[src/ccdr_pkg.sv]
// Package for the CCD frame readout sequencer: geometry, timing and types
package ccdr_pkg;
    // Array geometry
    localparam int COLS_TOTAL = 3991;
    localparam int ROWS_TOTAL = 2679;
    localparam int COLS_EFFECTIVE = 3916;
    localparam int ROWS_EFFECTIVE = 2624;
    localparam int COLS_ACTIVE = 3876;
    localparam int ROWS_ACTIVE = 2584;
    localparam int DARK_PIXELS_PER_END = 24;
    localparam int DARK_LINES_PER_END = 27;
    localparam int DUMMY_LEADING = 3;
    localparam int BUFFER_PIXELS = 20;
    localparam int SHIFTS_PER_ROW = COLS_TOTAL + DUMMY_LEADING;
    localparam int COL_W = 12;
    localparam int ROW_W = 12;
    localparam int SAMPLE_W = 16;
    // Timing
    localparam int CLOCK_HZ = 25000000;
    localparam int INTEGRATION_MS = 250;
    localparam int INTEGRATION_CYCLES_DEF = INTEGRATION_MS * (CLOCK_HZ / 1000);
    localparam int VPHASE_NS = 2000;
    localparam int VPHASE_CYCLES = (VPHASE_NS * (CLOCK_HZ / 1000000) + 999) / 1000;
    localparam int HHALF_CYCLES = 1;
    localparam int RESET_GATE_CYCLES = 1;
    // Cycles for a new sample to pass the two input flops
    localparam int SAMPLE_SETTLE_CYCLES = 2;

    typedef enum logic [2:0] {
        CCDR_REGION_DUMMY,
        CCDR_REGION_DARK,
        CCDR_REGION_BUFFER,
        CCDR_REGION_ACTIVE,
        CCDR_REGION_DARK_LINE
    } ccdr_region_t;

    typedef struct packed {
        logic vertical_phase_one;
        logic vertical_phase_two;
        logic horizontal_phase_one;
        logic horizontal_phase_two;
        logic horizontal_last_gate;
        logic reset_gate_clock;
    } ccdr_clocks_t;

    typedef struct packed {
        logic [SAMPLE_W-1:0] sample;
        logic [COL_W-1:0] column;
        logic [ROW_W-1:0] row;
        ccdr_region_t region;
        logic scavenging;
    } ccdr_pixel_t;
endpackage

[src/ccdr_sequencer.sv]
// Timing generator that clocks the CCD and tags each sampled pixel
//
// Functional notes
// - Scavenging pixels flagged, not excluded from dark reference regions
// - Row transfer first, then pixel shift out
// - Row transfer on phase two fall, H1 high
// - Horizontal phases toggle, always complementary
// - Last gate driven like horizontal phase one
// - Vertical phases low during integration
// - Reset gate pulsed after each sample
// - Integrate then readout, 250 ms default
`timescale 1ns/10ps
`default_nettype none
module ccdr_sequencer
    import ccdr_pkg::*;
#(
    parameter int INTEGRATION_CYCLES = INTEGRATION_CYCLES_DEF
)
(
    input wire logic clock,
    input wire logic rst,
    input wire logic start,
    input wire logic [SAMPLE_W-1:0] adc_sample,
    output logic busy,
    output ccdr_clocks_t ccd_clocks,
    output logic out_valid,
    input wire logic out_ready,
    output ccdr_pixel_t out_pixel
);

    // ***************************************************
    // Region decoding
    // ***************************************************
    // horizontal region
    function automatic ccdr_region_t col_region(input logic [COL_W-1:0] c);
        int p;
        p = int'(c);
        if (p < DUMMY_LEADING)
            col_region = CCDR_REGION_DUMMY;
        else if (p < DUMMY_LEADING + DARK_PIXELS_PER_END
                 || p >= SHIFTS_PER_ROW - DARK_PIXELS_PER_END)
            col_region = CCDR_REGION_DARK;
        else if (p < DUMMY_LEADING + DARK_PIXELS_PER_END + BUFFER_PIXELS
                 || p >= SHIFTS_PER_ROW - DARK_PIXELS_PER_END - BUFFER_PIXELS)
            col_region = CCDR_REGION_BUFFER;
        else
            col_region = CCDR_REGION_ACTIVE;
    endfunction

    function automatic ccdr_region_t pix_region(input logic [COL_W-1:0] c, input logic [ROW_W-1:0] r);
        int q;
        q = int'(r);
        // Dummy shifts belong to no column, so no line can make them dark reference
        if (col_region(c) == CCDR_REGION_DUMMY)
            pix_region = CCDR_REGION_DUMMY;
        else if (q < DARK_LINES_PER_END || q >= ROWS_TOTAL - DARK_LINES_PER_END)
            pix_region = CCDR_REGION_DARK_LINE;
        else if ((q < DARK_LINES_PER_END + (ROWS_EFFECTIVE - ROWS_ACTIVE) / 2
                  || q >= ROWS_TOTAL - DARK_LINES_PER_END - (ROWS_EFFECTIVE - ROWS_ACTIVE) / 2)
                 && col_region(c) == CCDR_REGION_ACTIVE)
            pix_region = CCDR_REGION_BUFFER;
        else
            pix_region = col_region(c);
    endfunction

    // dark pixels next to lit or test pixels
    function automatic logic is_scavenging(input logic [COL_W-1:0] c, input logic [ROW_W-1:0] r);
        int p;
        int q;
        p = int'(c);
        q = int'(r);
        is_scavenging = (p == DUMMY_LEADING + DARK_PIXELS_PER_END - 1)
                     || (p == SHIFTS_PER_ROW - DARK_PIXELS_PER_END)
                     || (p == DUMMY_LEADING)
                     || (q == DARK_LINES_PER_END - 1)
                     || (q == ROWS_TOTAL - DARK_LINES_PER_END);
    endfunction

    // ***************************************************
    // Sequencer
    // ***************************************************
    typedef enum logic [2:0] {
        ST_IDLE,
        ST_INTEGRATE,
        ST_V1_HIGH,
        ST_V2_HIGH,
        ST_V2_FALL,
        ST_H_SHIFT,
        ST_RESET_GATE
    } ccdr_state_t;

    ccdr_state_t state_reg, state_next;
    logic [31:0] timer_reg, timer_next;
    logic [COL_W-1:0] col_reg, col_next;
    logic [ROW_W-1:0] row_reg, row_next;
    logic h1_reg, h1_next;
    logic v1_reg, v1_next;
    logic v2_reg, v2_next;
    logic rg_reg, rg_next;
    logic [SAMPLE_W-1:0] adc_meta_reg, adc_sync_reg;
    logic push;
    logic buf_ready;
    ccdr_pixel_t push_pixel;

    always_comb
    begin
        state_next = state_reg;
        timer_next = timer_reg;
        col_next = col_reg;
        row_next = row_reg;
        h1_next = h1_reg;
        v1_next = v1_reg;
        v2_next = v2_reg;
        rg_next = 1'b0;
        push = 1'b0;
        case (state_reg)
            ST_IDLE:
            begin
                h1_next = 1'b1;
                if (start)
                begin
                    state_next = ST_INTEGRATE;
                    timer_next = 32'h0;
                end
            end
            ST_INTEGRATE:
            begin
                v1_next = 1'b0;
                v2_next = 1'b0;
                timer_next = timer_reg + 32'h1;
                if (timer_reg >= 32'(INTEGRATION_CYCLES - 1))
                begin
                    state_next = ST_V1_HIGH;
                    timer_next = 32'h0;
                    row_next = '0;
                end
            end
            ST_V1_HIGH:
            begin
                v1_next = 1'b1;
                h1_next = 1'b1;
                timer_next = timer_reg + 32'h1;
                if (timer_reg >= 32'(VPHASE_CYCLES - 1))
                begin
                    state_next = ST_V2_HIGH;
                    timer_next = 32'h0;
                end
            end
            ST_V2_HIGH:
            begin
                v1_next = 1'b0;
                v2_next = 1'b1;
                timer_next = timer_reg + 32'h1;
                if (timer_reg >= 32'(VPHASE_CYCLES - 1))
                begin
                    state_next = ST_V2_FALL;
                    timer_next = 32'h0;
                end
            end
            // phase two falls with H1 held high
            ST_V2_FALL:
            begin
                v2_next = 1'b0;
                h1_next = 1'b1;
                timer_next = timer_reg + 32'h1;
                if (timer_reg >= 32'(VPHASE_CYCLES - 1))
                begin
                    state_next = ST_H_SHIFT;
                    timer_next = 32'h0;
                    col_next = '0;
                end
            end
            ST_H_SHIFT:
            begin
                if (h1_reg)
                begin
                    h1_next = 1'b0;
                    timer_next = 32'h0;
                end
                // Wait until the new packet has crossed the input flops
                else if (timer_reg < 32'(SAMPLE_SETTLE_CYCLES))
                    timer_next = timer_reg + 32'h1;
                else if (buf_ready)
                begin
                    push = 1'b1;
                    state_next = ST_RESET_GATE;
                end
            end
            ST_RESET_GATE:
            begin
                rg_next = 1'b1;
                h1_next = 1'b1;
                state_next = ST_H_SHIFT;
                if (int'(col_reg) == SHIFTS_PER_ROW - 1)
                begin
                    if (int'(row_reg) == ROWS_TOTAL - 1)
                        state_next = ST_IDLE;
                    else
                    begin
                        row_next = row_reg + 1'b1;
                        state_next = ST_V1_HIGH;
                    end
                end
                else
                    col_next = col_reg + 1'b1;
            end
            default:
                state_next = ST_IDLE;
        endcase
    end

    always_ff @(posedge clock or posedge rst)
    begin
        if (rst)
        begin
            state_reg <= ST_IDLE;
            timer_reg <= 32'h0;
            col_reg <= '0;
            row_reg <= '0;
            h1_reg <= 1'b1;
            v1_reg <= 1'b0;
            v2_reg <= 1'b0;
            rg_reg <= 1'b0;
            adc_meta_reg <= '0;
            adc_sync_reg <= '0;
        end
        else
        begin
            state_reg <= state_next;
            timer_reg <= timer_next;
            col_reg <= col_next;
            row_reg <= row_next;
            h1_reg <= h1_next;
            v1_reg <= v1_next;
            v2_reg <= v2_next;
            rg_reg <= rg_next;
            adc_meta_reg <= adc_sample;
            adc_sync_reg <= adc_meta_reg;
        end
    end

    always_comb
    begin
        ccd_clocks.vertical_phase_one = v1_reg;
        ccd_clocks.vertical_phase_two = v2_reg;
        ccd_clocks.horizontal_phase_one = h1_reg;
        ccd_clocks.horizontal_phase_two = ~h1_reg;
        ccd_clocks.horizontal_last_gate = h1_reg;
        ccd_clocks.reset_gate_clock = rg_reg;
        push_pixel.sample = adc_sync_reg;
        push_pixel.column = col_reg;
        push_pixel.row = row_reg;
        push_pixel.region = pix_region(col_reg, row_reg);
        push_pixel.scavenging = is_scavenging(col_reg, row_reg);
    end
    assign busy = (state_reg != ST_IDLE);

    // ***************************************************
    // Two-entry output buffer
    // ***************************************************
    ccdr_pixel_t mem [2];
    logic wr_reg, wr_next, rd_reg, rd_next;
    logic [1:0] cnt_reg, cnt_next;
    assign buf_ready = (cnt_reg != 2'h2);
    assign out_valid = (cnt_reg != 2'h0);
    assign out_pixel = mem[rd_reg];

    always_comb
    begin
        wr_next = wr_reg ^ push;
        rd_next = rd_reg ^ (out_valid & out_ready);
        cnt_next = cnt_reg + {1'b0, push} - {1'b0, out_valid & out_ready};
    end

    always_ff @(posedge clock or posedge rst)
    begin
        if (rst)
        begin
            wr_reg <= 1'b0;
            rd_reg <= 1'b0;
            cnt_reg <= 2'h0;
            mem[0] <= '0;
            mem[1] <= '0;
        end
        else
        begin
            wr_reg <= wr_next;
            rd_reg <= rd_next;
            cnt_reg <= cnt_next;
            if (push)
                mem[wr_reg] <= push_pixel;
        end
    end
endmodule
`default_nettype wire

[config.mk]
export PLATFORM = sky130hd
export DESIGN_NAME = ccdr_sequencer
export DESIGN_NICKNAME = d
export VERILOG_FILES = /design/src/ccdr_pkg.sv /design/src/ccdr_sequencer.sv
export SDC_FILE = /design/constraint.sdc
export NUM_CORES = 1
export LEC_CHECK = 0
export BUFFER_PORTS_ARGS = -buffer_cell sky130_fd_sc_hd__buf_4
export CORE_MARGIN = 2
export CORE_UTILIZATION = 60
export DETAILED_ROUTE_END_ITERATION = 16
export GPL_ROUTABILITY_DRIVEN = 0
export PLACE_DENSITY_LB_ADDON = 0.05
export SYNTH_ARGS = -nofsm -noshare
export SYNTH_HDL_FRONTEND = slang
export SYNTH_SLANG_ARGS = --single-unit
[constraint.sdc]
create_clock -name clock -period 6.6 [get_ports clock]
set_input_delay 0.33 -clock clock [delete_from_list [all_inputs] [get_ports clock]]
set_output_delay 0.33 -clock clock [all_outputs]
set_load 0.01 [all_outputs]
==> impl_metrics.json, run 1 <==
{
  "seq_power_share_pct": 52.8,
  "coreArea_sq_um": 14400,
  "fmax_ghz": 0.313,
  "cts_root_buf": "clkbuf_16",
  "path_max_fanout": 22,
  "setup_viol": 0,
  "fin_tns_setup_ps": 0,
  "dieArea_sq_um": 15600,
  "die_y_um": 125,
  "swShare_pct": 24.8,
  "power.density_nw_per_um2": 232,
  "clock-sinks": 187,
  "syn_to_final_growth_pct": 14.7,
  "yosysSeqAreaShare_pct": 53.3,
  "routedWlPerCell_um": 17.4,
  "p_int_mw": 1.76,
  "maxCapViolations": 0,
  "syn_area_sq_um": 8780,
  "drtIter0Drc": 453,
  "synth_cells": 763,
  "p_comb_share_pct": 4.8,
  "grt_pass1_wl_um": 29900,
  "slowest_stage": "and2_0",
  "power_switching_mw": 0.579,
  "dpl.cell_count": 971,
  "synth-seq-cells": 187,
  "htreeDepth": 4,
  "synth-warning-count": 0,
  "nets": 855,
  "dpl-instance-area_sq_um": 9340,
  "period_needed_ps": 3200,
  "r2r_cells": 6,
  "power_mw": 2.33,
  "fin_crit_sh_pct": 48.4,
  "drt-vias-per-instance": 5.97,
  "start_util_pct": 60.9,
  "startpoint_type": "register",
  "syn_nets": 796,
  "antenna_found_initial": 0,
  "rsz0062_at_grt": "false",
  "clkTransAtPathRegs_ps": 70,
  "vias": 6083,
  "status": "completed",
  "hold_viol": 0,
  "ir_drop_uv": 185,
  "worstSkewPairLatency_ps": 440,
  "ios": 72,
  "worstPathRequired_ps": 6920,
  "grt-ovfl-total": 0,
  "worstMarginPinSlew_ps": 1210,
  "synth-main-ff-cell": "dfrtp_1",
  "clock_path_buffers": 2,
  "die_w_um": 125,
  "fin_cells": 1019,
  "slew_headroom_pct": 19.5,
  "avgSynthCellArea_sq_um": 11.5,
  "cp_slowest_stage_delay_ps": 970,
  "synth_edf_count": 0,
  "num_rows": 44,
  "grt_pass1_vias": 6087,
  "async_flop_share_pct": 100,
  "cts_made_buffers": 17,
  "cp_cell_sequence": "nor4_1, nand4_1, o21ai_2, and2_0, nand2_1, o21a_1",
  "finClkSkew_ps": 11.1,
  "grt_use_total_pct": 23.6,
  "drc": 0,
  "ant_nets": 0,
  "fin_area_sq_um": 10100,
  "synth.distinct_cells": 63,
  "routed_wl_um": 17700,
  "clockPowerShare_pct": 42.4,
  "cp-end-kind": "register",
  "p_leak_nw": 4.87,
  "dr.pass1.iters": 5,
  "worstSetupPathType": "reg2reg",
  "worstPathArrival_ps": 3520,
  "antenna_cells": 0,
  "cts_tree": "done",
  "hpwl_um": 11300,
  "largest_reg_flops": 88,
  "portBuffers": 71,
  "finalMaxSlewViolations": 0,
  "grt_max_degree": 102,
  "cts_setup_buffers": 0,
  "drive_gt1_share_pct": 30.3,
  "hold_class": "in2async"
}
## cell usage after synthesis (3+ instances only)
master / number / share of area [%]
nor2b_1: 9 / 0.64
ha_1: 13 / 1.9
buf_4: 5 / 0.43
mux2i_1: 4 / 0.46
or2_2: 3 / 0.21
and2_1: 5 / 0.36
a21oi_1: 12 / 0.68
inv_1: 23 / 0.98
clkbuf_1: 29 / 1.2
a22o_1: 8 / 0.80
a21o_1: 4 / 0.34
dfrtp_1: 186 / 53
buf_2: 11 / 0.63
nor4_1: 15 / 1.1
xnor2_1: 6 / 0.60
xor2_1: 11 / 1.1
o31ai_1: 4 / 0.34
or4_1: 5 / 0.43
or3_1: 8 / 0.57
nand2_1: 37 / 1.6
o22ai_1: 3 / 0.21
and3_1: 19 / 1.4
nor2_1: 56 / 2.4
o21ai_0: 45 / 2.6
o21a_1: 8 / 0.68
nand4_1: 13 / 0.93
nor3_1: 15 / 0.86
a31oi_1: 10 / 0.71
nand3_1: 20 / 1.1
mux2_2: 130 / 17
nor4b_1: 4 / 0.40
## layout make-up
cell class	count	area, sq um
Clock buffer	20	457
Clock inverter	12	118
Fill cell	1025	4350
Inverter	23	91.3
Multi-Input combinational cell	504	3780
Sequential cell	187	4680
Tap cell	184	230
Timing Repair Buffer	89	708
## layer usage
layer	share of wire [%]	vias up	global-route usage, %
li1	-	2856	-
met1	45	3020	32.4
met2	49	174	38.3
met3	4.2	33	4.45
met4	1.9	0	8.37
met5	0	-	0
## final timing paths
check / from / to / slack, ps
setup / recovery: timer_reg[18] / timer_reg[30] / 3400
hold / removal: rst / mem[42] / 70
setup reg to reg: timer_reg[18] / timer_reg[30] / 3400
hold reg to reg: adc_meta_reg[6] / adc_sync_reg[6] / 350
max in group asynchronous: rst / rd_reg / 4890
min in group clock: out_ready / rd_reg / 220
## logic make-up after synthesis
kind of cell / Yosys count / synth area share (%)
compound gates: 116 / 8.77
xor+xnor: 17 / 1.70
fa+ha+maj: 13 / 1.85
buf+inv: 72 / 3.62
flops: 187 / 53.3
mux: 134 / 17.1
simple gates: 224 / 13.6
## cell usage in the layout, fill, tap and decap left out, drive strengths merged, types with 3 or more instances in the layout
cell / n
a21o: 4
mux2i: 4
nand2: 37
mux2: 130
nor2: 57
ha: 13
dfrtp: 186
nand4: 13
nor4: 17
a21oi: 12
nand3: 20
o22ai: 3
inv: 31
or2: 3
nor2b: 9
xnor2: 6
and3: 19
a31oi: 10
clkbuf: 20
a22o: 8
o21a: 8
o31ai: 4
buf: 73
or4: 5
and2: 7
o21ai: 46
xor2: 11
nor4b: 5
or3: 8
dlygate4sd3: 16
nor3: 16
## metrics by stage
stage / hold WS [ps] / setup slack [ps] / util, %
3_5_place_dp: 335 / 3550 / 64.7
4_1_cts: 0.339 / 3550 / 69.8
6_report: 73.8 / 3400 / 69.8
3_3_place_gp: 334 / 3630 / 64.7
5_1_grt: 166 / 3210 / 69.8
2_1_floorplan: 331 / 1190 / -
## worst max-delay path: cells and delay by family (launching register included)
| kind | cells | cell delay (ps) |
|---|---|---|
| AND/OR/NAND/NOR | 4 | 2060 |
| flip-flops | 1 | 430 |
| AO/OA/AOI/OAI | 2 | 590 |
## power by group through the flow
| stage | Sequential, mW | Combinational, mW | Clock [mW] |
|---|---|---|---|
| 5_1_grt | 1.24 | 0.127 | 1.06 |
| 3_3_place_gp | 1.25 | 0.103 | 0 |
| 6_report | 1.23 | 0.112 | 0.990 |
| 3_5_place_dp | 1.26 | 0.107 | 0 |
| 2_1_floorplan | 1.19 | 0.123 | 0 |
| 4_1_cts | 1.23 | 0.114 | 1.01 |
## what timing repair did
item,in CTS,in global routing
hold endpoints to repair,15,1
hold buffers,15,1
resized for setup,0,0
Power figures use the tool's default switching activity.
==> run 2, diff against run 1 <==
- clock period: 6.6 -> 3.1 ns (I/O delays scaled with it)
==> run 2 against run 1 <==
  * Design area rose by 1.9%
  * Non-clock buffer count rose by 14
  * Count of clock-buffer cells in the layout fell by 3
  * Sequential cell count did not move
  * Total power rose by 120%
  * Maximum frequency rose by 14%
  * Via count rose by 1.4%
  * Final cell count rose by 1.4%
  * Critical endpoint is now timer_reg[3]
  * Largest cell class unchanged
  * Highest routed layer unchanged
==> impl_metrics.json, run 2 (synthesis results as in run 1) <==
{
  "period_needed_ps": 2810,
  "hold_class": "in2reg",
  "routed_wl_um": 18100,
  "dieArea_sq_um": 15600,
  "hold_path_end": "rd_reg",
  "worstSetupPathType": "reg2reg",
  "p_int_mw": 3.75,
  "start_util_pct": 60.9,
  "coreArea_sq_um": 14400,
  "cts_root_buf": "clkbuf_16",
  "die_y_um": 125,
  "r2r_cells": 9,
  "regToRegSetupSlack_ps": 290,
  "maxCapViolations": 0,
  "cp.buffers_inverters": 2,
  "ctsHoldBuffers": 17,
  "syn_to_final_growth_pct": 16.9,
  "crit_cells": 9,
  "die_w_um": 125,
  "clock-sinks": 187,
  "crit_top_cell": "o21ai_0",
  "drc": 0,
  "fin_tns_setup_ps": 0,
  "layout_common_cells": "dfrtp_1 (185), mux2_2 (130), buf_4 (83)",
  "power_switching_mw": 1.33,
  "dpl.cell_count": 984,
  "cp-end-kind": "register",
  "nets": 869,
  "multi_input_area_sq_um": 3780,
  "ir_drop_uv": 401,
  "fillers": 1023,
  "setup_viol": 0,
  "fin_area_sq_um": 10300,
  "worstPathArrival_ps": 3140,
  "finalMaxSlewViolations": 0,
  "htreeDepth": 4,
  "p_leak_nw": 4.97,
  "pre_cts_ws_ps": 381,
  "status": "completed",
  "finalWorstSetupSlack_ps": 287,
  "rsz0062_at_grt": "false",
  "clock_path_buffers": 2,
  "slowest_stage": "a211oi_2",
  "worstSkewPairLatency_ps": 440,
  "hold_viol": 0,
  "cp_slowest_stage_delay_ps": 730,
  "antenna_found_initial": 0,
  "grt_pass1_wl_um": 30500,
  "crit_family": "compound AO/OA/AOI/OAI gates",
  "cts_made_buffers": 17,
  "finClkSkew_ps": 14.2,
  "power.density_nw_per_um2": 496,
  "seq_area_sq_um": 4680,
  "power_mw": 5.09,
  "routedWlPerCell_um": 17.5,
  "drive_gt1_share_pct": 31.4,
  "ios": 72,
  "fin_crit_sh_pct": 90.7,
  "startpoint_type": "register",
  "largest_reg_flops": 88,
  "fmax_ghz": 0.356,
  "grt_pass1_vias": 6098,
  "hold_path_depth": 3,
  "antenna_cells": 0,
  "hpwl_um": 12100,
  "vias": 6171,
  "layout_commonest_cell": "dfrtp_1",
  "p_comb_share_pct": 6.2,
  "worstPathRequired_ps": 3430,
  "fin_cells": 1033,
  "slew_headroom_pct": 44.1,
  "r2r_start": "timer_reg[0]",
  "min_from": "out_ready",
  "swShare_pct": 26.2,
  "drt-vias-per-instance": 5.97,
  "seq_power_share_pct": 50.6,
  "cp_cell_sequence": "inv_1, ha_1, nor4b_1, o21ai_0, nor4_1, a211oi_2, buf_4, o21ai_0, a21o_1",
  "grt_use_total_pct": 24.1,
  "path_max_fanout": 12,
  "clockPowerShare_pct": 43.2,
  "grt-ovfl-total": 0,
  "dpl-instance-area_sq_um": 9470,
  "post_cts_resized": 0,
  "cts_setup_buffers": 0,
  "drtIter0Drc": 472,
  "clkTransAtPathRegs_ps": 80,
  "portBuffers": 71,
  "grt_max_degree": 58,
  "r2r-end": "timer_reg[3]",
  "cts_tree": "done",
  "num_rows": 44,
  "worstMarginPinSlew_ps": 837,
  "ant_nets": 0,
  "dr.pass1.iters": 5
}
## run 2: changes by cell type in the layout (fill, tap and decap cells not counted), moves of 2 or more
| cell | delta |
|---|---|
| buf_12 | +3 |
| buf_4 | +10 |
| clkinv_8 | +6 |
| inv_6 | -4 |
| clkbuf_8 | -2 |
## run 2: power groups by stage
stage	Combinational [mW]	Clock [mW]	Sequential (mW)
after floorplan	0.263	0	2.54
after global placement	0.300	0	2.62
after detailed placement	0.307	0	2.63
after CTS	0.326	2.24	2.58
after global routing	0.349	2.34	2.59
final	0.317	2.20	2.57
## run 2: cell type report
type,instances,area share [%]
clock buffers,17,4.15
clock inverters,15,1.90
inverters,23,0.878
multi-input cells,504,36.9
flip-flops and latches,187,45.6
well taps,184,2.24
repair buffers,103,8.32
## run 2: how the worst max path moves through the flow
stage / from / end / slack (ps)
floorplan: rst / adc_meta_reg[0] / 540
global placement: timer_reg[10] / timer_reg[26] / 450
detailed placement: timer_reg[0] / timer_reg[0] / 380
CTS: timer_reg[0] / timer_reg[3] / 360
global route: timer_reg[0] / timer_reg[3] / 60
finish: timer_reg[0] / timer_reg[3] / 290
## run 2: routing by layer
metal | track usage, % | wire length [um] | part of all wire [%]
met5 | 0 | 0 | 0
met4 | 7.97 | 267 | 1.5
met3 | 4.36 | 757 | 4.2
met2 | 39.1 | 8880 | 49
met1 | 33.3 | 8220 | 45
## run 2: worst min-delay path, cell delays in order
cell	delay, ps
buf_4	80
and2_1	150
xor2_1	70
## run 2: stage by stage
| step | hold WS (ps) | utilization [%] |
|---|---|---|
| finish | 61.2 | 71.1 |
| CTS | 55.6 | 71.1 |
| detailed placement | 265 | 65.7 |
| floorplan | 186 | - |
| global route | 66.1 | 71.1 |
| global placement | 264 | 65.7 |
==> run 3, diff against run 2 <==
- CORE_UTILIZATION: 60 -> 55
- PLACE_DENSITY: unset -> 0.74
- PLACE_DENSITY_LB_ADDON: 0.05 -> unset
==> run 3 against run 2 <==
  * Highest routed layer unchanged
  * Wire length up 2.8%
  * Register-to-register slack better by 40 ps
  * Sequential share of layout area up 0.13 points
  * Largest power group unchanged
  * Largest cell class unchanged
  * Sequential cell count unchanged
  * Final cell count up 2.6%
  * Via count up 0.83%
  * Clock power down 2%
==> impl_metrics.json, run 3 (synthesis results as in run 1) <==
{
  "status": "completed",
  "fin_crit_sh_pct": 89.5,
  "fin_tns_setup_ps": 0,
  "grt_pass1_vias": 6377,
  "routed_wl_um": 18600,
  "worstPathArrival_ps": 3140,
  "coreArea_sq_um": 15700,
  "startpoint_type": "register",
  "ant_nets": 0,
  "cts_tree": "done",
  "clkTransAtPathRegs_ps": 80,
  "cts_root_buf": "clkbuf_16",
  "hold_class": "in2reg",
  "period_needed_ps": 2770,
  "finalMaxSlewViolations": 0,
  "p_leak_nw": 4.94,
  "layout_commonest_cell": "dfrtp_1",
  "r2r_cells": 8,
  "antenna_found_initial": 0,
  "num_rows": 46,
  "fmax_ghz": 0.361,
  "grt_max_degree": 97,
  "die_w_um": 130,
  "hold_path_depth": 3,
  "dieArea_sq_um": 17000,
  "clock-sinks": 187,
  "hpwl_um": 12000,
  "maxCapViolations": 0,
  "cts_made_buffers": 17,
  "grt-ovfl-total": 0,
  "ios": 72,
  "grt_pass1_wl_um": 30600,
  "drt-vias-per-instance": 5.87,
  "clock_path_buffers": 2,
  "rsz0062_at_grt": "false",
  "nets": 864,
  "finClkSkew_ps": 13.1,
  "routedWlPerCell_um": 17.6,
  "ir_drop_uv": 405,
  "cp-end-kind": "register",
  "drive_gt1_share_pct": 31.0,
  "portBuffers": 71,
  "antenna_cells": 0,
  "worstSkewPairLatency_ps": 440,
  "hold_viol": 0,
  "grt_use_total_pct": 23.1,
  "vias": 6222,
  "path_max_fanout": 19,
  "start_util_pct": 55.9,
  "setup_viol": 0,
  "power_mw": 5.04,
  "worstSetupPathType": "reg2reg",
  "slew_headroom_pct": 48.5,
  "power.density_nw_per_um2": 493,
  "drc": 0,
  "worstPathRequired_ps": 3470,
  "largest_reg_flops": 88,
  "syn_to_final_growth_pct": 16.6,
  "drtIter0Drc": 402,
  "dr.pass1.iters": 5,
  "layout_common_cells": "dfrtp_1 (185), mux2_2 (130), buf_4 (79)",
  "worstMarginPinSlew_ps": 771,
  "die_y_um": 130,
  "htreeDepth": 4
}
run 3: per-layer routing:
layer	global-route usage (%)	up-vias	wire (um)
met2	38.9	174	9410
li1	-	2866	-
met5	0	-	0
met4	8.01	0	267
met1	29.1	3159	7960
met3	6.15	23	1000
run 3: path summary, 6_finish.rpt:
path | from | endpoint | slack (ps)
max | timer_reg[1] | timer_reg[0] | 330
min | out_ready | rd_reg | 60
max reg2reg | timer_reg[1] | timer_reg[0] | 330
min reg2reg | adc_meta_reg[2] | adc_sync_reg[2] | 350
max in group asynchronous | rst | col_reg[1] | 2260
min in group asynchronous | rst | mem[42] | 420
run 3: layout make-up:
type                       instances  area (sq um)
sequential                       187          4680
fill                            1161          5480
clock buffer                      19           453
tap                              216           270
multi-input combinational        504          3790
inverter                          23          90.1
timing repair buffer              98           803
clock inverter                    13           141
run 3: metrics by stage:
step	cell area, sq um	util, %	instances	setup slack (ps)	hold WS [ps]
floorplan	8780	-	763	539	186
global placement	9460	60.2	1011	263	265
detailed placement	9460	60.2	1011	125	265
CTS	10200	65.1	1060	124	50.4
global route	10200	65.1	1060	89.2	47.0
finish	10200	65.1	1060	327	61.4
run 3: worst max-delay path, cell delays in order, from the launching register on:
cell and delay [ps]:
dfrtp_1 390, inv_1 90, ha_1 190, nor4b_1 380, o21ai_0 240, nor4_1 540, a211oi_4 220, nor2_2 400
mux2_2 250
run 3: repair_timing:
action,4_1_cts,5_1_grt
setup buffers,0,0
setup endpoints to repair,0,26
endpoints found under the hold margin,202,0
hold buffers,17,0
resized for setup,0,2
run 3: report_power, final:
group          switching (mW)  internal (mW)
clock                    1.04           1.12
sequential             0.0191           2.48
combinational           0.218          0.160
